==> config.mk <==
export PLATFORM = sky130hd
export DESIGN_NAME = tsr_readout
export DESIGN_NICKNAME = d
export VERILOG_FILES = /design/src/rtl/tsr_readout.v /design/src/rtl/tsr_sync.v
export VERILOG_INCLUDE_DIRS = /design/src /design/src/rtl
export SDC_FILE = /design/constraint.sdc
export NUM_CORES = 1
export LEC_CHECK = 0
export BUFFER_PORTS_ARGS = -buffer_cell sky130_fd_sc_hd__buf_4
export CAP_MARGIN = 20
export CORE_AREA = 10 10 94 112
export CTS_CLUSTER_SIZE = 20
export DETAILED_ROUTE_END_ITERATION = 8
export DIE_AREA = 0 0 104 122
export HOLD_SLACK_MARGIN = 0.03
export PLACE_DENSITY = 0.61
export REMOVE_ABC_BUFFERS = 1
export SYNTH_ARGS = -nofsm -noshare
export SYNTH_HDL_FRONTEND = slang
export SYNTH_SLANG_ARGS = --single-unit
==> constraint.sdc <==
create_clock -name core_clk_i -period 1.85 [get_ports core_clk_i]
set_clock_uncertainty 0.05 [all_clocks]
set_input_delay 0 -clock core_clk_i [delete_from_list [all_inputs] [get_ports core_clk_i]]
set_output_delay 0 -clock core_clk_i [all_outputs]
set_load 0.01 [all_outputs]
==> src/rtl/tsr_consts.vh <==
// constants for the temperature sensor readout block
// assumes inclusion by plain name from rtl files
`ifndef TSR_CONSTS_VH
`define TSR_CONSTS_VH
`define TSR_CLK_MHZ          250
`define TSR_UPDATE_US        400
`define TSR_CONV_US          25
`define TSR_UPDATE_CYC       (`TSR_UPDATE_US * `TSR_CLK_MHZ)
`define TSR_CONV_CYC         (`TSR_CONV_US * `TSR_CLK_MHZ)
`define TSR_RES_W            10
`define TSR_RES_RST          10'h000
`define TSR_FRAME_BITS       16
`define TSR_LOAD_EDGE        15
`define TSR_PD_BIT_POS       3
`endif

==> src/rtl/tsr_readout.v <==
// digital side of an auto-converting temperature sensor with serial port
// assumes serial pins are asynchronous; converter modelled as sample of adc_code_i
// Overview of operation
// port responds only while select is high; clock ignored when low
// one serial clock shifts result out and control bits in together
// result register presented bit by bit on serial_out
// master supplies control bits on serial_in
// sequencer starts a conversion every 400 us in normal mode
// conversion lasts 25 us, then converter returns to idle
// result register holds latest completed conversion
// shutdown stops oscillator; no new conversions start
// result kept and readable during shutdown
// completing a serial access restarts oscillator; result 25 us later
// leaving shutdown restarts oscillator and launches a conversion
// read before pending conversion ends returns previous value
// result is read-only 10-bit two's complement, top bit sign
// one step is 0.25 C, codes span -128 to +127 C
// read frame is 16 clocks: leading zero then 10 bits msb first
// input sampled on falling edge, output changed on rising edge
// third bit is power-down, loaded on 15th rising edge
// select falling before 15th rising edge discards control bits
// result updated atomically at conversion end
`timescale 1ns/1ps
`include "tsr_consts.vh"
module tsr_readout #(
  parameter UPDATE_CYC = `TSR_UPDATE_CYC,
  parameter CONV_CYC   = `TSR_CONV_CYC
) (
  // clock and reset
  input  wire        core_clk_i,
  input  wire        rst_n_i,
  // serial port pins
  input  wire        select_i,
  input  wire        serial_clk_i,
  input  wire        serial_in_i,
  output reg         serial_out_o,
  output reg         serial_out_oe_n_o,
  // analog converter output code
  input  wire [9:0]  adc_code_i,
  // status
  output reg         converting_o,
  output reg         shutdown_o,
  output reg  [9:0]  temperature_result_o
);
  localparam [2:0] ST_IDLE = 3'b001;
  localparam [2:0] ST_CONV = 3'b010;
  localparam [2:0] ST_SHDN = 3'b100;

  wire [2:0] pins_s;
  reg        sclk_q;
  reg        sel_q;
  reg  [2:0] state_q;
  reg  [20:0] tick_q;
  reg  [4:0] redge_q;
  reg  [15:0] shift_in_q;
  reg  [10:0] shift_out_q;
  reg  [9:0] result_q;
  reg        restart_q;

  // pins are outside our domain
  tsr_sync #(.W(3)) u_sync (
    .core_clk_i (core_clk_i),
    .rst_n_i    (rst_n_i),
    .async_i    ({select_i, serial_clk_i, serial_in_i}),
    .sync_o     (pins_s)
  );

  wire sel_s  = pins_s[2];
  wire sclk_s = pins_s[1];
  wire serial_in_s = pins_s[0];
  wire rise   = sel_s & sclk_s & ~sclk_q;
  wire fall   = sel_s & ~sclk_s & sclk_q;
  wire desel  = sel_q & ~sel_s;
  wire load15 = rise & (redge_q == 5'd14);  // only a full 15th rising edge loads

  // edge history
  always @(posedge core_clk_i) begin
    if (!rst_n_i) begin
      sclk_q <= 1'b0;
      sel_q  <= 1'b0;
    end else begin
      sclk_q <= sclk_s;
      sel_q  <= sel_s;
    end
  end

  // serial shifters; result snapshot taken at select rise so frame stays coherent
  always @(posedge core_clk_i) begin
    if (!rst_n_i) begin
      redge_q           <= 5'd0;
      shift_in_q        <= 16'h0000;
      shift_out_q       <= 11'h000;
      serial_out_o      <= 1'b0;
      serial_out_oe_n_o <= 1'b1;
    end else if (!sel_s) begin
      redge_q           <= 5'd0;
      serial_out_oe_n_o <= 1'b1;              // released while deselected
      shift_out_q       <= {1'b0, result_q};
    end else begin
      serial_out_oe_n_o <= 1'b0;
      if (rise) begin
        // output moves on rising edge
        if (redge_q != 5'd31)
          redge_q <= redge_q + 5'd1;
        serial_out_o <= shift_out_q[10];
        shift_out_q  <= {shift_out_q[9:0], 1'b0};
      end
      if (fall)
        shift_in_q <= {shift_in_q[14:0], serial_in_s};
    end
  end

  // sequencer, shutdown and conversion
  always @(posedge core_clk_i) begin
    if (!rst_n_i) begin
      state_q   <= ST_CONV;
      tick_q    <= 21'd0;
      result_q  <= `TSR_RES_RST;
      restart_q <= 1'b0;
    end else begin
      // access completion restarts oscillator
      if (desel)
        restart_q <= 1'b1;
      // control load; fourteen falls seen, so the third received bit sits at 14-3
      if (load15 && shift_in_q[`TSR_LOAD_EDGE-1-`TSR_PD_BIT_POS]) begin
        state_q   <= ST_SHDN;
        restart_q <= 1'b0;
      end else if (load15 && state_q == ST_SHDN) begin
        state_q   <= ST_CONV;
        tick_q    <= 21'd0;
        restart_q <= 1'b0;
      end else begin
        case (state_q)
          ST_CONV: begin
            if (tick_q >= CONV_CYC - 1) begin
              result_q <= adc_code_i;
              state_q  <= ST_IDLE;
              tick_q   <= 21'd0;
            end else
              tick_q <= tick_q + 21'd1;
          end
          ST_IDLE: begin
            if (restart_q && !sel_s) begin
              restart_q <= 1'b0;
              state_q   <= ST_CONV;
              tick_q    <= 21'd0;
            end else if (tick_q >= UPDATE_CYC - CONV_CYC - 1) begin
              state_q <= ST_CONV;
              tick_q  <= 21'd0;
            end else
              tick_q <= tick_q + 21'd1;
          end
          ST_SHDN: begin
            tick_q    <= 21'd0;
            restart_q <= 1'b0;
          end
          default: state_q <= ST_CONV;
        endcase
      end
    end
  end

  // registered status outputs
  always @(posedge core_clk_i) begin
    if (!rst_n_i) begin
      converting_o         <= 1'b0;
      shutdown_o           <= 1'b0;
      temperature_result_o <= `TSR_RES_RST;
    end else begin
      converting_o         <= (state_q == ST_CONV);
      shutdown_o           <= (state_q == ST_SHDN);
      temperature_result_o <= result_q;
    end
  end
endmodule

==> src/rtl/tsr_sync.v <==
// two flip-flop synchroniser, one per bit
// assumes inputs asynchronous to core_clk_i
`timescale 1ns/1ps
module tsr_sync #(
  parameter W = 3
) (
  input  wire         core_clk_i,
  input  wire         rst_n_i,
  input  wire [W-1:0] async_i,
  output wire [W-1:0] sync_o
);
  reg [W-1:0] meta_q;
  reg [W-1:0] sync_q;
  genvar g;
  // first stage read only by second stage
  generate
    for (g = 0; g < W; g = g + 1) begin : g_bit
      always @(posedge core_clk_i) begin
        if (!rst_n_i) begin
          meta_q[g] <= 1'b0;
          sync_q[g] <= 1'b0;
        end else begin
          meta_q[g] <= async_i[g];
          sync_q[g] <= meta_q[g];
        end
      end
    end
  endgenerate
  assign sync_o = sync_q;
endmodule
# After elaboration in Yosys (flattened, before gate mapping)
# Index checks and enable logic that the tools add are counted.
# totals
regBits,85
input_bits,15
output_inout_bits,14
# op_classes
n_addsub,2
magnitude_cmp,2
n_eq_ne,11
muxes,17
bitwise_logic,13
n_reduce_logical,14
# op_table
op,n
2-to-1 mux 21 bit,4
case mux 21 bit (3 select lines),1
"adder 21 x 1 -> 21 bit, second input constant",1
"greater-or-equal comparator 21 x 13 -> 1 bit, second input constant",1
"greater-or-equal comparator 21 x 17 -> 1 bit, second input constant",1
2-to-1 mux 10 bit,2
2-to-1 mux 3 bit,5
"inequality test 5 bit, second input constant",2
AND reduction 2 bit,5
case mux 3 bit (3 select lines),1
inverter 1 bit,7
bitwise AND 1 bit,6
AND reduction 3 bit,2
"adder 5 x 1 -> 5 bit, second input constant",1
"equality test 5 x 4 -> 1 bit, second input constant",1
"inequality test 2 bit, second input constant",2
"inequality test 4 bit, second input constant",1
AND reduction 4 bit,1
nonzero test 4 bit,1
"equality test 3 x 1 -> 1 bit, second input constant",1
"equality test 3 x 2 -> 1 bit, second input constant",1
"equality test 3 bit, second input constant",1
logical AND 1 bit,3
2-to-1 mux 1 bit,3
other kinds (5),5

# Depth between registers and ports, before layout
# Gate-level depths: netlist of the first run.
# logic_depth
depth_word,6
depth_mapped,9
mapped_depth_nobuf,7

# By module
# From an unflattened synthesis of the first run, not the netlist that was laid out.
# unflattened
cells_unflattened,395
area_unflattened_um2,3719.8
# by_module_without_submodules
mod,instances,cells_per_inst,area_each_um2,seq_area_each_um2
tsr_readout,1,383,3562.2,1581.5
tsr_sync,1,12,157.7,120.1

# Least setup slack after synthesis of the first run
# Ideal clock, no wire load.
# synth_timing
path_kind,register -> register
start,register tick_q[1]
end,register tick_q[5]
setup_ns,0.100
t_arrival_ns,1.889
setup_slack_ns,-0.189
path_stages_with_launch,8
path_buffers,0
period_less_slack_ns,2.039
path_cell_list,dfxtp_1 inv_1 ha_1 o41ai_2 nand3b_1 a2111oi_4 nor3_4 a2111oi_4
# synth_via
elab_chain_cells,5
# synth_rtl
element,line_no,text
start: declaration,tsr_readout.v:53,reg [20:0] tick_q;
start signal: assignment,tsr_readout.v:140,tick_q <= tick_q + 21'd1;
start signal: assignment,tsr_readout.v:151,tick_q <= tick_q + 21'd1;
adder 21 x 1 -> 21 bit / greater-or-equal comparator 21 x 17 -> 1 bit (equally long branches),"tsr_readout.v:140, tsr_readout.v:151, tsr_readout.v:147",
2-to-1 mux 21 bit,tsr_readout.v:147,end else if (tick_q >= UPDATE_CYC - CONV_CYC - 1) begin
2-to-1 mux 21 bit,tsr_readout.v:143,if (restart_q && !sel_s) begin
case mux 21 bit (3 select lines) (*),tsr_readout.v:133,case (state_q)
2-to-1 mux 21 bit (*),tsr_readout.v:128,end else if (load15 && state_q == ST_SHDN) begin
# Mark *: on every way between the ends. The rest lies on a longest branch, timed or not.
# A chain may end at the register's enable or synchronous reset.

# Worst setup path after layout of the first run
# layout_timing
start,register tick_q[0]
end,register tick_q[7]
# Same word-level chain as after synthesis.

==> impl_metrics.csv, run 1 <==
group,metric,value,unit
die,die_h,122,um
drt,post-route-drc-count,0,
timing,final.period_utilization,1.15,
placement,place.gp.congestion,0.862,
drt,route.vias.total,3111,
synth,ys_ff_latch,85,
finish,num-nets-final,517,
clock_tree,clk_latency,0.37,ns
drt,avgRoutedWirePerCell,14.0,um
clock_tree,tritoncts,"yes",
global_routing,overflow,0,
drt,postRouteWirelength,8.67,mm
power_and_ir_drop,irDropWorstVdd,612,uV
outcome,run_status,"finished, violations left",
power_and_ir_drop,power.share.combinational,0.055,
synth,synth.cell_area,3660,um2
finish,share_of_layout_cells_above_drive_strength_1,0.275,
finish,fin_area,4980,um2
drt,drt_pre_antenna_iters,4,
timing,report.final.setup_viol,31,
die,dieArea,12700,um2
drt,ant_nets,0,
timing,period_minus_slack,2.12,ns
timing,clock.fmax,0.472,GHz
power_and_ir_drop,sequential_power_share,0.568,
placement,buffer_ports.inserted,28,
global_routing,first_global_vias,3132,
synth,synth-async-reset-ratio,0,
setup_path,start_kind,"flop",
setup_path,worstPathArrival,2.34,ns
die,die_x,104,um
synth,synth-edff-count,0,
timing,slew_violations,0,
power_and_ir_drop,cellInternalPower,2.45,mW
synth,synthesis.area_per_instance,9.32,um2
finish,n_antenna_cell,0,
power_and_ir_drop,power.share.switching,0.250,
setup_path,worstPathMaxFanout,6,
global_routing,antenna_found_initial,0,
setup_path,criticalPathCategory,"flop to flop",
timing,timing.setup.tns,-4.74,ns
timing,worst-slew-pin-transition,0.558,ns
die,pin_count,29,
placement,hpwl,5.75,mm
clock_tree,cts-root-to-sink-buffers,2,
power_and_ir_drop,clock_power_share,0.377,
power_and_ir_drop,leakagePower,2.24,nW
synth,netlist_instances,393,
synth,yosysUniqueCellTypes,49,
timing,relSlewSlack,0.627,
drt,detail_route.iter0.violations,126,
die,fp.coreArea,8430,um2
synth,yosysSeqAreaShare,0.465,
clock_tree,cts.sink_count,85,
clock_tree,cts_inserted_buffers,9,
synth,postSynth.topFlopCell,"sky130_fd_sc_hd__dfxtp_1",
outcome,failing_checks,"setup timing",
power_and_ir_drop,total_power,3.26,mW
clock_tree,clk_pin_slew_worst_paths,0.09,ns
die,initial_core_util,0.435,
setup_path,critical_path_required,2.07,ns
clock_tree,h-tree-depth,3,
timing,fin_ws,-0.271,ns
setup_path,element_type_at_the_critical_path_end,"flop",
timing,hold_viol,0,
setup_path,regToRegSetupSlack,-0.27,ns
hold_path,holdCritPathClass,"input pin to flop",
job,max_cap_check_violation_count,0,
global_routing,grt_usage,0.139,
drt,detail_route.vias_per_cell,5.03,
placement,placement.cell_area,4420,um2
finish,area_grow_syn2layout,36.2,%
global_routing,grt_start_max_net_pins,37,
timing,rsz0062_at_grt,"yes",
global_routing,grt_first_pass_wirelength,14.6,mm
power_and_ir_drop,total_power_per_unit_cell_area,655,nW/um2
die,row_count,37,
clock_tree,cts_root_buffer,"sky130_fd_sc_hd__clkbuf_8",
synth,synth-warning-count,0,
power_and_ir_drop,power.switching,0.815,mW
## worst max-delay path, stage by stage (launching register included)
cell,delay (ns)
sky130_fd_sc_hd__dfxtp_4,0.37
sky130_fd_sc_hd__buf_6,0.13
sky130_fd_sc_hd__o41ai_2,0.32
sky130_fd_sc_hd__nand3b_1,0.18
sky130_fd_sc_hd__a2111oi_4,0.31
sky130_fd_sc_hd__buf_4,0.20
sky130_fd_sc_hd__buf_6,0.10
sky130_fd_sc_hd__nor3_4,0.06
sky130_fd_sc_hd__nor4_2,0.31
## final cells by class
cell class                 instances  area (um2)
fill                             777        3440
multi-input combinational        275        1970
clock inverter                     7        57.6
inverter                          15        58.8
clock buffer                       9         124
tap                              117         146
timing repair buffer             111         926
sequential                        85        1710
## metal layers
| metal | part of all wire | GRT usage |
|---|---|---|
| met1 | 0.42 | 0.149 |
| met5 | 0 | 0 |
| met4 | 0.029 | 0.0706 |
| met2 | 0.51 | 0.247 |
| met3 | 0.042 | 0.0401 |
## state kept, by name (all words and copies together) (netlist names)
name	count
serial_out_o	1
sel_q	1
shutdown_o	1
sclk_q	1
temperature_result_o	10
restart_q	1
u_sync.sync_o	3
shift_out_q	11
shift_in_q	12
result_q	10
redge_q	5
tick_q	21
serial_out_oe_n_o	1
converting_o	1
u_sync.meta_q	3
state_q	3
## cell usage in the layout, fill, tap and decap left out, types with 7 or more instances in the layout
cell type	netlist	routed
sky130_fd_sc_hd__nand4_1	14	14
sky130_fd_sc_hd__xor2_1	10	10
sky130_fd_sc_hd__and2_1	14	13
sky130_fd_sc_hd__nor4_1	9	7
sky130_fd_sc_hd__nand2_1	37	36
sky130_fd_sc_hd__and3_1	13	13
sky130_fd_sc_hd__clkbuf_8	0	9
sky130_fd_sc_hd__inv_1	15	14
sky130_fd_sc_hd__o21ai_0	14	11
sky130_fd_sc_hd__nor2_1	30	28
sky130_fd_sc_hd__mux2i_1	23	23
sky130_fd_sc_hd__dlygate4sd3_1	0	18
sky130_fd_sc_hd__buf_4	0	87
sky130_fd_sc_hd__a221oi_1	9	9
sky130_fd_sc_hd__dfxtp_1	85	83
sky130_fd_sc_hd__nor2b_1	35	35
sky130_fd_sc_hd__nand3_1	11	10
## stage by stage
step	cells	util	hold slack, ns	setup WS (ns)
finish	619	0.592	0.326	-0.271
global route	619	0.592	0.333	-0.399
CTS	618	0.581	0.306	-0.267
detailed placement	579	0.525	0.161	-0.268
global placement	579	0.525	0.158	-0.206
floorplan	373	-	0.0262	-0.559
## cells by family after synthesis
kind of cell    Yosys count  share of synthesized area
xor+xnor                 13                     0.0311
mux                      23                     0.0629
simple gates            187                      0.283
flops                    85                      0.465
fa+ha+maj                 5                     0.0171
compound gates           45                      0.103
buf+inv                  35                     0.0376
## synth_stat cells (all sizes together), types with 2 or more instances
master    n  share of area
a2111oi   3          0.019
a21boi    2         0.0041
a21oi     5         0.0068
a221oi    9          0.022
and2     15          0.026
and3     13          0.022
and4b     2         0.0055
buf       5         0.0065
clkbuf   15          0.016
dfxtp    85           0.46
ha        5          0.017
inv      15          0.015
mux2i    23          0.063
nand2    37          0.038
nand3    11          0.015
nand3b    5          0.010
nand4    14          0.024
nor2     30          0.031
nor2b    35          0.060
nor3      5         0.0099
nor3b     2         0.0041
nor4     10          0.019
nor4b     4          0.011
o21ai    14          0.019
xnor2     3         0.0072
xor2     10          0.024
## power groups by stage
stage	clock (mW)	sequential (mW)	combinational, mW
3_3_place_gp	0	1.90	0.123
2_1_floorplan	0	1.90	0.0409
3_5_place_dp	0	1.90	0.125
5_1_grt	1.34	1.86	0.197
4_1_cts	1.27	1.85	0.172
6_report	1.23	1.85	0.180
## worst paths after layout
kind	end	cells past startpoint	start
max	tick_q[7]$_SDFFE_PN0P_	8	tick_q[0]$_SDFFE_PN0P_
min	u_sync.meta_q[2]$_SDFF_PN0_	3	select_i
max reg2reg	tick_q[7]$_SDFFE_PN0P_	8	tick_q[0]$_SDFFE_PN0P_
min reg2reg	u_sync.sync_o[0]$_SDFF_PN0_	1	u_sync.meta_q[0]$_SDFF_PN0_
## what timing repair did
item	in CTS	in global routing
buffers inserted	4	3
cloned	3	0
hold buffers	18	0
resized for setup	19	17
endpoints found under the hold margin	27	0
setup endpoints to repair	32	36
pin swaps	24	10
Note: power is estimated with default switching activity, not from simulation.
==> run 2: changes to the inputs <==
--- a/config.mk
+++ b/config.mk
@@ -15,6 +15,7 @@
 export HOLD_SLACK_MARGIN = 0.03
 export PLACE_DENSITY = 0.61
 export REMOVE_ABC_BUFFERS = 1
+export SETUP_SLACK_MARGIN = 0.02
 export SYNTH_ARGS = -nofsm -noshare
 export SYNTH_HDL_FRONTEND = slang
 export SYNTH_SLANG_ARGS = --single-unit
==> run 2 against run 1 <==
The run still ends with setup timing left. Die area is the same. Register-to-register slack is essentially flat. Final cell count is the same. Highest routed layer unchanged.
==> impl_metrics.csv, run 2 (synthesis gave the netlist of run 1 again) <==
group,metric,value,unit
outcome,failing_checks,"setup timing",
finish,reg_top3,"tick_q: 21 flops, shift_in_q: 12 flops, shift_out_q: 11 flops",
clock_tree,cts_root_buffer,"sky130_fd_sc_hd__clkbuf_8",
power_and_ir_drop,total_power,3.26,mW
setup_path,critical_path_required,2.07,ns
timing,slew_violations,0,
setup_path,worstPathMaxFanout,6,
clock_tree,clk_pin_slew_worst_paths,0.09,ns
power_and_ir_drop,leakagePower,2.24,nW
hold_path,hold-path-cell-count,3,
setup_path,start_kind,"flop",
hold_path,holdCritPathClass,"input pin to flop",
timing,timing.setup.tns,-4.69,ns
drt,ant_nets,0,
hold_path,hold_path_startpoint,"select_i",
global_routing,first_global_vias,3132,
die,initial_core_util,0.435,
die,pin_count,29,
die,die_h,122,um
setup_path,worstPathArrival,2.34,ns
placement,hpwl,5.75,mm
finish,leading_cell_types_in_the_layout_fill_and_taps_excluded,"sky130_fd_sc_hd__buf_4, sky130_fd_sc_hd__dfxtp_1, sky130_fd_sc_hd__nand2_1, sky130_fd_sc_hd__nor2b_1, sky130_fd_sc_hd__nor2_1",
finish,share_of_layout_cells_above_drive_strength_1,0.275,
power_and_ir_drop,irDropWorstVdd,612,uV
finish,area_grow_syn2layout,36.3,%
finish,number_of_flip_flops_in_the_largest_register,21,
timing,rsz0062_at_grt,"yes",
drt,drt_pre_antenna_iters,4,
clock_tree,h-tree-depth,3,
placement,place_inst,579,
placement,placement.cell_area,4420,um2
drt,avgRoutedWirePerCell,14.0,um
finish,layout_commonest_cell,"sky130_fd_sc_hd__buf_4",
drt,route.vias.total,3114,
drt,detail_route.iter0.violations,125,
placement,buffer_ports.inserted,28,
drt,postRouteWirelength,8.67,mm
setup_path,worstReg2RegEnd,"tick_q[7]$_SDFFE_PN0P_",
global_routing,antenna_found_initial,0,
power_and_ir_drop,total_power_per_unit_cell_area,654,nW/um2
timing,report.final.setup_viol,31,
die,fp.coreArea,8430,um2
timing,fin_ws,-0.263,ns
global_routing,grt_usage,0.139,
setup_path,crit-reg2reg-launch,"tick_q[0]$_SDFFE_PN0P_",
die,row_count,37,
clock_tree,clk_latency,0.37,ns
die,dieArea,12700,um2
finish,fin_area,4990,um2
setup_path,regToRegSetupSlack,-0.26,ns
drt,detail_route.vias_per_cell,5.03,
clock_tree,cts_inserted_buffers,9,
finish,n_antenna_cell,0,
global_routing,overflow,0,
setup_path,r2r.worst_path.cells,8,
finish,num-nets-final,517,
timing,hold_viol,0,
job,max_cap_check_violation_count,0,
global_routing,grt_start_max_net_pins,37,
placement,place.gp.congestion,0.862,
clock_tree,tritoncts,"yes",
clock_tree,cts.sink_count,85,
clock_tree,cts-root-to-sink-buffers,2,
die,die_x,104,um
timing,final.period_utilization,1.14,
timing,period_minus_slack,2.11,ns
finish,top_register,"tick_q",
hold_path,hold_end,"u_sync.meta_q[2]$_SDFF_PN0_",
finish,final_std_cells_w_o_fill,619,
setup_path,element_type_at_the_critical_path_end,"flop",
setup_path,criticalPathCategory,"flop to flop",
timing,clock.fmax,0.473,GHz
global_routing,grt_first_pass_wirelength,14.6,mm
outcome,run_status,"finished, violations left",
timing,relSlewSlack,0.605,
timing,worst-slew-pin-transition,0.592,ns
drt,post-route-drc-count,0,
-- run 2: cell count changes in the layout (fill, tap and decap cells not counted) --
| cell | before | now |
|---|---|---|
| sky130_fd_sc_hd__nand2_4 | 0 | 1 |
| sky130_fd_sc_hd__nand2_2 | 1 | 0 |
-- run 2: metal layers --
layer  track usage  share of wire  routed length [um]  vias up
met5             0              0                   0        -
met4        0.0706          0.029                 252        0
met3        0.0401          0.042                 362       19
met2         0.247           0.51                4410       53
met1         0.149           0.42                3650     1457
li1              -              -                   -     1585
-- run 2: critical path: stages, from the launching register on --
cell	delay, ns
sky130_fd_sc_hd__dfxtp_4	0.37
sky130_fd_sc_hd__buf_6	0.13
sky130_fd_sc_hd__o41ai_2	0.32
sky130_fd_sc_hd__nand3b_1	0.18
sky130_fd_sc_hd__a2111oi_4	0.31
sky130_fd_sc_hd__buf_4	0.20
sky130_fd_sc_hd__buf_6	0.10
sky130_fd_sc_hd__nor3_4	0.06
sky130_fd_sc_hd__nor4_2	0.30
-- run 2: worst max path at each step --
stage	from	slack, ns	cells past startpoint	endpoint
4_1_cts	tick_q[1]$_SDFFE_PN0P_	-0.27	8	tick_q[7]$_SDFFE_PN0P_
2_1_floorplan	u_sync.sync_o[2]$_SDFF_PN0_	-0.56	5	tick_q[5]$_SDFFE_PN0P_
3_5_place_dp	tick_q[0]$_SDFFE_PN0P_	-0.27	7	tick_q[5]$_SDFFE_PN0P_
5_1_grt	tick_q[1]$_SDFFE_PN0P_	-0.39	10	tick_q[7]$_SDFFE_PN0P_
6_report	tick_q[0]$_SDFFE_PN0P_	-0.26	8	tick_q[7]$_SDFFE_PN0P_
3_3_place_gp	tick_q[0]$_SDFFE_PN0P_	-0.21	7	tick_q[10]$_SDFFE_PN0P_
-- run 2: final cells by class --
type	count	area, um2
clock buffer	9	124
timing repair buffer	111	926
sequential	85	1710
tap	117	146
inverter	15	58.8
multi-input combinational	275	1970
fill	776	3440
clock inverter	7	57.6
-- run 2: what timing repair did --
item                                    in CTS  in global routing
hold buffers                                18                  0
resized for setup                           19                 18
endpoints found under the hold margin       27                  0
pin swaps                                   24                 10
endpoints found under the setup margin      32                 37
gates cloned                                 3                  0
buffers inserted                             4                  3
-- run 2: power by group --
group	switching (mW)	total [mW]	internal, mW
registers	0.00982	1.85	1.84
clock network	0.730	1.23	0.501
logic	0.0757	0.180	0.104
total	0.815	3.26	2.45
-- run 2: stage by stage --
step	hold WS (ns)	util	setup slack, ns
2_1_floorplan	0.0262	-	-0.559
3_3_place_gp	0.158	0.525	-0.206
3_5_place_dp	0.161	0.525	-0.268
4_1_cts	0.306	0.581	-0.267
5_1_grt	0.333	0.592	-0.391
6_report	0.326	0.592	-0.263
